File: src/hw/pprt_pkg.sv
package pprt_pkg;

   // ==============================================================
   // Register byte offsets
   localparam logic [5:0] OFF_DATA_LATCH = 6'h00;
   localparam logic [5:0] OFF_PIN_SENSE  = 6'h04;
   localparam logic [5:0] OFF_DIRECTION  = 6'h08;
   localparam logic [5:0] OFF_RED_DRIVE  = 6'h0c;
   localparam logic [5:0] OFF_PULL_EN    = 6'h10;
   localparam logic [5:0] OFF_PULL_POL   = 6'h14;
   localparam logic [5:0] OFF_PWM7_ROUTE = 6'h18;
   localparam logic [5:0] OFF_LOW_ROUTE  = 6'h1c;

   // ==============================================================
   // Reset values and field positions
   localparam logic [7:0] RST_ZERO      = 8'h00;
   localparam logic [7:0] RST_PULL_EN   = 8'hff;
   localparam int         CH6_ROUTE_LSB = 6;
   localparam int         CH5_ROUTE_BIT = 5;
   localparam int         CH4_ROUTE_BIT = 4;

   // ==============================================================
   // Route codes and bus answers
   localparam logic [1:0] ROUTE_P_A   = 2'h0;
   localparam logic [1:0] ROUTE_S     = 2'h1;
   localparam logic [1:0] ROUTE_V     = 2'h2;
   localparam logic [1:0] RESP_OKAY   = 2'h0;
   localparam logic [1:0] RESP_SLVERR = 2'h2;

   // ==============================================================
   // Carriers
   typedef struct packed {
      logic       lcd_en;
      logic       shutdown_en;
      logic [7:0] chan_en;
      logic [7:0] pwm;
   } pprt_ovr_t;

   typedef struct packed {
      logic [7:0] out;
      logic [7:0] oe;
      logic [7:0] ie;
      logic [7:0] reduced;
      logic [7:0] pull_en;
      logic [7:0] pull_dn;
   } pprt_pad_t;

   typedef struct packed {
      logic [7:0] s_sel;
      logic [7:0] s_val;
      logic [3:0] v_sel;
      logic [3:0] v_val;
   } pprt_alt_t;

endpackage : pprt_pkg

File: src/hw/pprt_port.sv
// The address map and register access over AXI4-Lite were chosen for this implementation.
`timescale 1ns/1ps

module pprt_port (
   // Clock and reset
   input  wire logic                aclk,
   input  wire logic                aresetn,
   // AXI4-Lite write
   input  wire logic [5:0]          awaddr,
   input  wire logic [2:0]          awprot,
   input  wire logic                awvalid,
   output logic                     awready,
   input  wire logic [31:0]         wdata,
   input  wire logic [3:0]          wstrb,
   input  wire logic                wvalid,
   output logic                     wready,
   output logic [1:0]               bresp,
   output logic                     bvalid,
   input  wire logic                bready,
   // AXI4-Lite read
   input  wire logic [5:0]          araddr,
   input  wire logic [2:0]          arprot,
   input  wire logic                arvalid,
   output logic                     arready,
   output logic [31:0]              rdata,
   output logic [1:0]               rresp,
   output logic                     rvalid,
   input  wire logic                rready,
   // PWM and LCD side
   input  wire pprt_pkg::pprt_ovr_t ovr,
   // Pads
   input  wire logic [7:0]          pin_in,
   output pprt_pkg::pprt_pad_t      pad,
   output pprt_pkg::pprt_alt_t      alt,
   output logic [7:0]               edge_evt
);

   // ==============================================================
   // Registers
   logic [7:0] latch_reg;
   logic [7:0] dir_reg;
   logic [7:0] red_reg;
   logic [7:0] pull_en_reg;
   logic [7:0] pol_reg;
   logic [1:0] r7_reg;
   logic [7:0] rlo_reg;
   logic [7:0] sync1_reg;
   logic [7:0] sync2_reg;
   logic [7:0] prev_reg;
   logic [7:0] edge_reg;
   logic       bvalid_reg;
   logic [1:0] bresp_reg;
   logic       rvalid_reg;
   logic [1:0] rresp_reg;
   logic [31:0] rdata_reg;

   // Code 00 and 11 both keep a channel on Port P
   function automatic logic on_port_p(input logic [1:0] code);
      on_port_p = (code == pprt_pkg::ROUTE_P_A) || (code == 2'h3);
   endfunction : on_port_p

   function automatic logic mapped(input logic [5:0] a);
      mapped = (a[1:0] == 2'h0) && (a <= pprt_pkg::OFF_LOW_ROUTE);
   endfunction : mapped

   // ==============================================================
   // Routing decode
   wire [1:0] r6_code = rlo_reg[pprt_pkg::CH6_ROUTE_LSB +: 2];
   wire [7:0] on_p;
   assign on_p[7]   = on_port_p(r7_reg);
   assign on_p[6]   = on_port_p(r6_code);
   assign on_p[5:4] = ~rlo_reg[5:4];
   assign on_p[3:0] = ~rlo_reg[3:0];

   assign alt.s_sel = {rlo_reg[3:0], 2'h0,
                       r7_reg == pprt_pkg::ROUTE_S,
                       r6_code == pprt_pkg::ROUTE_S};
   assign alt.s_val = {ovr.pwm[3:0], 2'h0, ovr.pwm[7], ovr.pwm[6]};
   assign alt.v_sel = {r7_reg == pprt_pkg::ROUTE_V,
                       r6_code == pprt_pkg::ROUTE_V,
                       rlo_reg[pprt_pkg::CH5_ROUTE_BIT],
                       rlo_reg[pprt_pkg::CH4_ROUTE_BIT]};
   assign alt.v_val = ovr.pwm[7:4];

   // ==============================================================
   // Pin direction and pad control
   // LCD wins, then shutdown on line 7, then PWM, then the direction bit
   wire [7:0] pwm_own = ovr.chan_en & on_p;
   wire [7:0] force_in = {ovr.shutdown_en, 7'h00};
   wire [7:0] oe_eff = ovr.lcd_en ? 8'h00 :
                       ((dir_reg | pwm_own) & ~force_in);
   wire [7:0] in_use = ovr.lcd_en ? 8'h00 : ~oe_eff;

   assign pad.oe      = oe_eff;
   assign pad.ie      = ovr.lcd_en ? 8'h00 : 8'hff;
   assign pad.out     = (pwm_own & ovr.pwm) | (~pwm_own & latch_reg);
   assign pad.reduced = red_reg & oe_eff;
   assign pad.pull_en = pull_en_reg & in_use;
   assign pad.pull_dn = pol_reg;

   // ==============================================================
   // Input synchroniser and edge detect
   wire [7:0] edge_next = (pol_reg & sync2_reg & ~prev_reg) |
                          (~pol_reg & ~sync2_reg & prev_reg);
   // Two stages make the sense value lag pin or direction changes
   always_ff @(posedge aclk) begin
      if (!aresetn) begin
         sync1_reg <= pprt_pkg::RST_ZERO;
         sync2_reg <= pprt_pkg::RST_ZERO;
         prev_reg  <= pprt_pkg::RST_ZERO;
         edge_reg  <= pprt_pkg::RST_ZERO;
      end else begin
         sync1_reg <= pin_in;
         sync2_reg <= sync1_reg;
         prev_reg  <= sync2_reg;
         edge_reg  <= edge_next;
      end
   end

   assign edge_evt = edge_reg;

   // ==============================================================
   // AXI4-Lite write path
   // Address and data are taken together; a lone channel waits
   wire wr_fire = awvalid && wvalid && !bvalid_reg;
   wire wr_ok   = mapped(awaddr);
   wire wr_b0   = wr_fire && wstrb[0];
   assign awready = wr_fire;
   assign wready  = wr_fire;
   assign bvalid  = bvalid_reg;
   assign bresp   = bresp_reg;

   wire we_latch = wr_b0 && (awaddr == pprt_pkg::OFF_DATA_LATCH);
   wire we_dir   = wr_b0 && (awaddr == pprt_pkg::OFF_DIRECTION);
   wire we_red   = wr_b0 && (awaddr == pprt_pkg::OFF_RED_DRIVE);
   wire we_pull  = wr_b0 && (awaddr == pprt_pkg::OFF_PULL_EN);
   wire we_pol   = wr_b0 && (awaddr == pprt_pkg::OFF_PULL_POL);
   wire we_r7    = wr_b0 && (awaddr == pprt_pkg::OFF_PWM7_ROUTE);
   wire we_rlo   = wr_b0 && (awaddr == pprt_pkg::OFF_LOW_ROUTE);

   always_ff @(posedge aclk) begin
      if (!aresetn) begin
         latch_reg   <= pprt_pkg::RST_ZERO;
         dir_reg     <= pprt_pkg::RST_ZERO;
         red_reg     <= pprt_pkg::RST_ZERO;
         pull_en_reg <= pprt_pkg::RST_PULL_EN;
         pol_reg     <= pprt_pkg::RST_ZERO;
         r7_reg      <= pprt_pkg::ROUTE_P_A;
         rlo_reg     <= pprt_pkg::RST_ZERO;
      end else begin
         if (we_latch) latch_reg <= wdata[7:0];
         // Only software moves the direction bits
         if (we_dir) dir_reg <= wdata[7:0];
         if (we_red) red_reg <= wdata[7:0];
         if (we_pull) pull_en_reg <= wdata[7:0];
         if (we_pol) pol_reg <= wdata[7:0];
         if (we_r7) r7_reg <= wdata[1:0];
         if (we_rlo) rlo_reg <= wdata[7:0];
      end
   end

   always_ff @(posedge aclk) begin
      if (!aresetn) begin
         bvalid_reg <= 1'b0;
         bresp_reg  <= pprt_pkg::RESP_OKAY;
      end else if (wr_fire) begin
         bvalid_reg <= 1'b1;
         bresp_reg  <= wr_ok ? pprt_pkg::RESP_OKAY : pprt_pkg::RESP_SLVERR;
      end else if (bready) begin
         bvalid_reg <= 1'b0;
      end
   end

   // ==============================================================
   // AXI4-Lite read path
   wire [7:0] data_rd = (dir_reg & latch_reg) | (~dir_reg & sync2_reg);
   wire       rd_fire = arvalid && !rvalid_reg;
   assign arready = !rvalid_reg;
   assign rvalid  = rvalid_reg;
   assign rresp   = rresp_reg;
   assign rdata   = rdata_reg;

   logic [7:0] rd_mux;
   always_comb begin
      case (araddr)
         pprt_pkg::OFF_DATA_LATCH: rd_mux = data_rd;
         pprt_pkg::OFF_PIN_SENSE:  rd_mux = sync2_reg;
         pprt_pkg::OFF_DIRECTION:  rd_mux = dir_reg;
         pprt_pkg::OFF_RED_DRIVE:  rd_mux = red_reg;
         pprt_pkg::OFF_PULL_EN:    rd_mux = pull_en_reg;
         pprt_pkg::OFF_PULL_POL:   rd_mux = pol_reg;
         pprt_pkg::OFF_PWM7_ROUTE: rd_mux = {6'h00, r7_reg};
         pprt_pkg::OFF_LOW_ROUTE:  rd_mux = rlo_reg;
         default:                  rd_mux = 8'h00;
      endcase
   end

   always_ff @(posedge aclk) begin
      if (!aresetn) begin
         rvalid_reg <= 1'b0;
         rresp_reg  <= pprt_pkg::RESP_OKAY;
         rdata_reg  <= 32'h0000_0000;
      end else if (rd_fire) begin
         rvalid_reg <= 1'b1;
         rresp_reg  <= mapped(araddr) ? pprt_pkg::RESP_OKAY : pprt_pkg::RESP_SLVERR;
         rdata_reg  <= {24'h00_0000, rd_mux};
      end else if (rready) begin
         rvalid_reg <= 1'b0;
      end
   end
endmodule : pprt_port

File: config.mk
export PLATFORM = sky130hd
export DESIGN_NAME = pprt_port
export DESIGN_NICKNAME = d
export VERILOG_FILES = /design/src/hw/pprt_pkg.sv /design/src/hw/pprt_port.sv
export SDC_FILE = /design/constraint.sdc
export NUM_CORES = 1
export LEC_CHECK = 0
export ABC_AREA = 1
export BUFFER_PORTS_ARGS = -buffer_cell sky130_fd_sc_hd__buf_2
export CAP_MARGIN = 20
export CORE_MARGIN = 10
export CORE_UTILIZATION = 40
export DETAILED_ROUTE_END_ITERATION = 7
export PLACE_DENSITY = 0.69
export SLEW_MARGIN = 0
export SYNTH_ARGS = -nofsm -noshare
export SYNTH_HDL_FRONTEND = slang
export SYNTH_SLANG_ARGS = --single-unit
File: constraint.sdc
create_clock -name aclk -period 2.5 [get_ports aclk]
set_input_delay 0.375 -clock aclk [delete_from_list [all_inputs] [get_ports aclk]]
set_output_delay 0.375 -clock aclk [all_outputs]
set_load 0.01 [all_outputs]
==> out/results.txt, run 1 <==
Port buffer count - 144
Worst Path Buf+Inv - 2
Die H - 130.0 µm
Worst Tran Pin Value - 0.7261 ns
CTS tree - done
DRC Markers - 0
Post-cts sizing count - 0
Area leader, netlist - dfxtp_1
Max Cap Viol - 0
Die area - 0.01690 mm²
Sinks on Clock Net - 94
Synth warn - 0
Clock Skews - 0.007713 ns
RSZ-0062 raised after global routing - false
Routed WL - 14.51 mm
Cell Rows - 40
N_diodes - 0
Postcts setup bufs - 0
Startpoint class of the critical path - flop
Max transition margin - 0.5144
Crit path max-delay family - flip-flops
Number of H-tree levels - 3
Synth area leaders - dfxtp_1 (39%), nand2_1 (10%), buf_4 (8.5%)
Max incr delay on CP - 0.37 ns
Total gr overflow - 0
# IOs - 208
Pins Over Slew Limit - 0
Crit-path slowest cell - dfxtp_1
Final Hold Viols - 0
Number of nets with antenna violations after routing - 0
Pwr Density - 568.9 mW/mm²
Worst-path clk slew - 0.06 ns
Mean Syn Cell Area - 7.172 µm²
Initial antenna violation count - 0
Clock latency at the later pin of the worst-skew pair - 0.34 ns
Commonest non-fill, non-tap cell in the layout - buf_2
Crit-path cells - inv_1 > ha_1 > nand2_1 > a21oi_1 > and3_1 > buf_2
DR WL/cell - 15.50 µm
Worst path required time - 2.12 ns
Placer Congestion - 0.8373
Synthesis-to-layout area growth - 16.41%
Core area - 0.01191 mm²
Cell variety after synth - 33
Final min period - 2.103 ns
First-pass GRT wire length - 22.25 mm
Number of global-route vias before repair - 4475
Pleak - 0.002994 µW
WHS - 0.2124 ns
Setup TNS - 0 ns
Yosys reg bits - 94
Final core utilization - 0.4731
Share of cells above drive strength 1 - 0.2421
CTS root buffer - clkbuf_16
Class of the worst hold path - in -> reg
Hold buffer count at cts - 0
Clk buf depth - 2
Vias per Instance - 4.913
Global-route usage over all layers - 0.1658
Initial core utilization - 0.4064
Crit. End Element - output pin
CP Max Fanout - 3
Final net count - 876
Via count - 4599
Syn Inst Count - 675
Synth top area share - 0.3887
Arr. time, crit path - 1.73 ns
Cell Area, Synth - 0.004841 mm²
Register area share after synthesis - 0.3887
CTS buffer count - 9
Detailed router's first-iteration violation count - 348
Die Width - 130.0 µm
Setup violators final - 0
Crit Path Class - reg -> out
Worst Slack Setup Final - 0.3970 ns
Dpl hpwl - 10.94 mm
Power Total - 3206 µW
Maximum vdd drop - 0.3583 mV
Period utilization - 0.8412
Fmax - 475.5 MHz
TritonRoute pass-1 iters - 5
Most frequent cells in the layout - buf_2 (144), nand2_1 (134), dfxtp_1 (94)
Setup WS pre-CTS - 0.5470 ns
Largest net degree at the start of global routing - 41
Outcome - complete, no violations
-- final cells by class --
cell class / instances / area (µm²)
Multi-Input combinational cell: 445 / 2202
Clock buffer: 12 / 236.5
Tap cell: 147 / 183.9
Clock inverter: 3 / 46.29
Timing Repair Buffer: 150 / 765.7
Inverter: 85 / 319.1
Sequential cell: 94 / 1882
Fill cell: 1263 / 6276
-- Yosys cell counts --
library cell  number
nor2_4             5
a211oi_1           6
buf_4             55
a211oi_2           2
o21a_1             1
o21ai_1            3
nand2_1          134
buf_6              4
buf_2             10
nand2_4            1
ha_1               4
conb_1             1
a21oi_1           53
clkinv_1           2
nand3_1           17
nand2_2            1
nor2_2             6
nor3_4             3
o21ai_0           49
nand4_4            1
and3_1             1
nor3b_1            7
dfxtp_1           94
inv_1             80
clkbuf_1          11
inv_2              3
nand3_2            1
nand4_2            1
nor3_1             1
mux2_2             4
o211ai_1           8
nor2_1            76
nand4_1           30
-- worst paths after layout --
check	endpoint	depth (start not counted)	start	slack, ns
hold / removal	sync1_reg[7]	3	pin_in[7]	0.21
setup / recovery	pad[23]	6	r7_reg[0]	0.40
hold reg to reg	sync2_reg[6]	2	sync1_reg[6]	0.41
setup reg to reg	pol_reg[0]	6	bvalid	0.72
-- power breakdown --
group / switching (µW) / total, µW / internal, µW
Sequential: 12.6 / 1530 / 1520
Clock: 556 / 1330 / 772
Combinational: 234 / 343 / 109
Total: 802 / 3210 / 2400
-- metal layers --
metal | wire length, µm | up-vias | global-route usage
met5 | 0 | - | 0
met4 | 148 | 0 | 0.04630
met3 | 1540 | 13 | 0.04544
met2 | 6934 | 212 | 0.2854
met1 | 5888 | 2072 | 0.1981
li1 | - | 2302 | -
-- stage by stage --
stage / std cells / cell area (µm²)
final: 936 / 5635
after global routing: 936 / 5635
after CTS: 936 / 5635
after detailed placement: 921 / 5353
after global placement: 921 / 5353
after floorplan: 704 / 4950
-- logic make-up (layout without fill, tap and decap cells) --
logic type / count (synthesis) / after routing / synth area share
simple gates: 285 / 285 / 0.2745
fa+ha+maj: 4 / 4 / 0.01034
compound gates: 122 / 122 / 0.1370
mux: 4 / 4 / 0.009304
buf+inv: 165 / 250 / 0.1794
flops: 94 / 94 / 0.3887
other cells: 1 / 30 / 0.0007747
-- tightest hold or removal path, cell delays in order --
cell and delay (ns):
buf_2 0.07, nand2_1 0.04, inv_1 0.04
Power figures use the tool's default switching activity.
==> run 2, diff against run 1 <==
- ABC_AREA: 1 -> 0
- clock period: 2.5 -> 1.94 ns (I/O delays scaled with it)
==> run 2 against run 1 <==
Non-clock buffer count rose by 16. Sequential cell count is the same. Critical path depth fell by 1. Largest power group unchanged. Clock-buffer cell count unchanged. Setup slack got worse by 0.30 ns. Critical endpoint is now pad[46]. Worst hold slack got worse by 0.060 ns. Global-route usage fell by 0.44 points. Wire length shrank 4.4%. Combinational power is 21% higher.
==> out/results.txt, run 2 <==
Post-Layout Cell Count - 790
Global-route usage over all layers - 0.1614
Outcome - complete, no violations
Synth warn - 0
Area leader, netlist - dfxtp_1
Largest net degree at the start of global routing - 95
First-pass GRT wire length - 21.30 mm
Number of H-tree levels - 3
Crit Path Class - reg -> out
Worst Setup SP - rlo_reg[6]
CTS tree - done
Startpoint class of the critical path - flop
Maximum vdd drop - 0.3485 mV
# IOs - 208
TritonRoute pass-1 iters - 4
Share of cells above drive strength 1 - 0.3261
Cell variety after synth - 41
Yosys reg bits - 94
Clk pwr share - 0.401
Dpl hpwl - 10.38 mm
Final Hold Viols - 0
Register area share after synthesis - 0.3945
Final Instance Area - 0.005802 mm²
Cell Area, Synth - 0.004770 mm²
Placer Congestion - 0.8241
Cell Rows - 39
Mean Syn Cell Area - 9.334 µm²
Total gr overflow - 0
Via count - 3905
Worst Tran Pin Value - 0.5681 ns
DRC Markers - 0
Detailed router's first-iteration violation count - 210
Sinks on Clock Net - 94
Routed WL - 13.88 mm
Port buffer count - 144
CTS root buffer - clkbuf_16
Final net count - 733
Class of the worst hold path - in -> reg
Sequential share of power - 0.495
Most used DFF post-synth - dfxtp_1
Fmax - 543.1 MHz
Core area - 0.01156 mm²
Dpl cells - 774
Fill count - 1095
Crit. End Element - output pin
Max transition margin - 0.6209
Setup WS pre-CTS - -0.07565 ns
Synth top area share - 0.3945
Hold buffer count at cts - 0
Post-synth ARST share - 0
Synth area leaders - dfxtp_1 (39%), mux2i_1 (12%), buf_4 (8.5%)
Number of nets with antenna violations after routing - 0
Number of global-route vias before repair - 3925
Number of flops mapped to enable cells by yosys - 0
Hold Crit Start - pin_in[2]
Pleak - 0.002627 µW
Commonest non-fill, non-tap cell in the layout - buf_2
Clock latency at the later pin of the worst-skew pair - 0.34 ns
Die area - 0.01669 mm²
Max Cap Viol - 0
Top cells by count, synth - dfxtp_1 (94), mux2i_1 (57), buf_4 (54), nor2b_1 (49), and2_1 (47)
DR WL/cell - 17.56 µm
Worst Slack Setup Final - 0.09863 ns
Initial core utilization - 0.4124
Power Total - 3992 µW
Die Width - 129.2 µm
Most frequent cells in the layout - buf_2 (144), dfxtp_1 (91), mux2i_1 (57)
Setup violators final - 0
RSZ-0062 raised after global routing - false
RR Startpoint - bvalid
Period utilization - 0.9492
Int Power - 2998 µW
Placed Area - 0.005499 mm²
Logic pwr share - 0.104
Final min period - 1.841 ns
Initial antenna violation count - 0
Vias per Instance - 4.943
Pins Over Slew Limit - 0
Worst-path clk slew - 0.07 ns
Syn Inst Count - 511
Arr. time, crit path - 1.55 ns
Synthesis-to-layout area growth - 21.64%
Most frequent cell after synthesis - dfxtp_1
CTS buffer count - 9
Clock Skews - 0.005683 ns
Pwr Density - 688.1 mW/mm²
Die H - 129.2 µm
Switch share - 0.2490
NetSw - 994.2 µW
N_diodes - 0
Clk buf depth - 2
WHS - 0.1522 ns
CP Max Fanout - 4
Worst path required time - 1.65 ns
-- run 2: cell families after synthesis --
| logic type | share of synthesized area |
|---|---|
| flops | 0.3945 |
| other cells | 0.0007862 |
| mux | 0.1621 |
| compound gates | 0.07004 |
| simple gates | 0.2513 |
| buf+inv | 0.1107 |
| fa+ha+maj | 0.01049 |
-- run 2: area by class of cell --
class	instances	area, µm²	area share
well taps	143	178.9	0.03084
clock buffers	12	236.5	0.04076
multi-input cells	362	2502	0.4313
clock inverters	4	23.77	0.004097
inverters	9	33.78	0.005823
repair buffers	166	935.9	0.1613
flip-flops and latches	94	1891	0.3259
-- run 2: per-layer routing --
metal,global-route usage,wire length [µm],vias up
met5,0,0,-
met1,0.1982,5859,1837
met4,0.04615,124,0
li1,-,-,1908
met2,0.2663,6419,151
met3,0.05057,1473,9
-- run 2: power by group through the flow --
stage | combinational, µW | sequential [µW] | clock [µW]
2_1_floorplan | 293 | 2020 | 0
3_3_place_gp | 407 | 2020 | 0
3_5_place_dp | 416 | 2020 | 0
4_1_cts | 417 | 1980 | 1630
5_1_grt | 460 | 1980 | 1720
6_report | 416 | 1970 | 1600
-- run 2: worst paths after layout --
check	endpoint	slack (ns)	cells after the start
worst max-delay path	pad[46]	0.1	5
worst min-delay path	sync1_reg[2]	0.15	2
worst min register to register	sync2_reg[0]	0.43	1
worst max register to register	latch_reg[2]	0.38	5
-- run 2: worst max-delay path, stage by stage, from the launching register on --
cell     delay (ns)
dfxtp_4        0.37
inv_1          0.07
ha_4           0.24
nand2_1        0.06
mux2_2         0.32
buf_2          0.14
-- run 2: what timing repair did --
item | 4_1_cts | 5_1_grt
resized for setup | 2 | 7
endpoints found under the setup margin | 3 | 5
buffers inserted | 0 | 0
-- run 2: metrics by stage --
stage	utilization	setup TNS (ns)
2_1_floorplan	-	0
3_3_place_gp	0.4755	-0.1264
3_5_place_dp	0.4755	-0.9456
4_1_cts	0.4982	0
5_1_grt	0.5017	0
6_report	0.5017	0
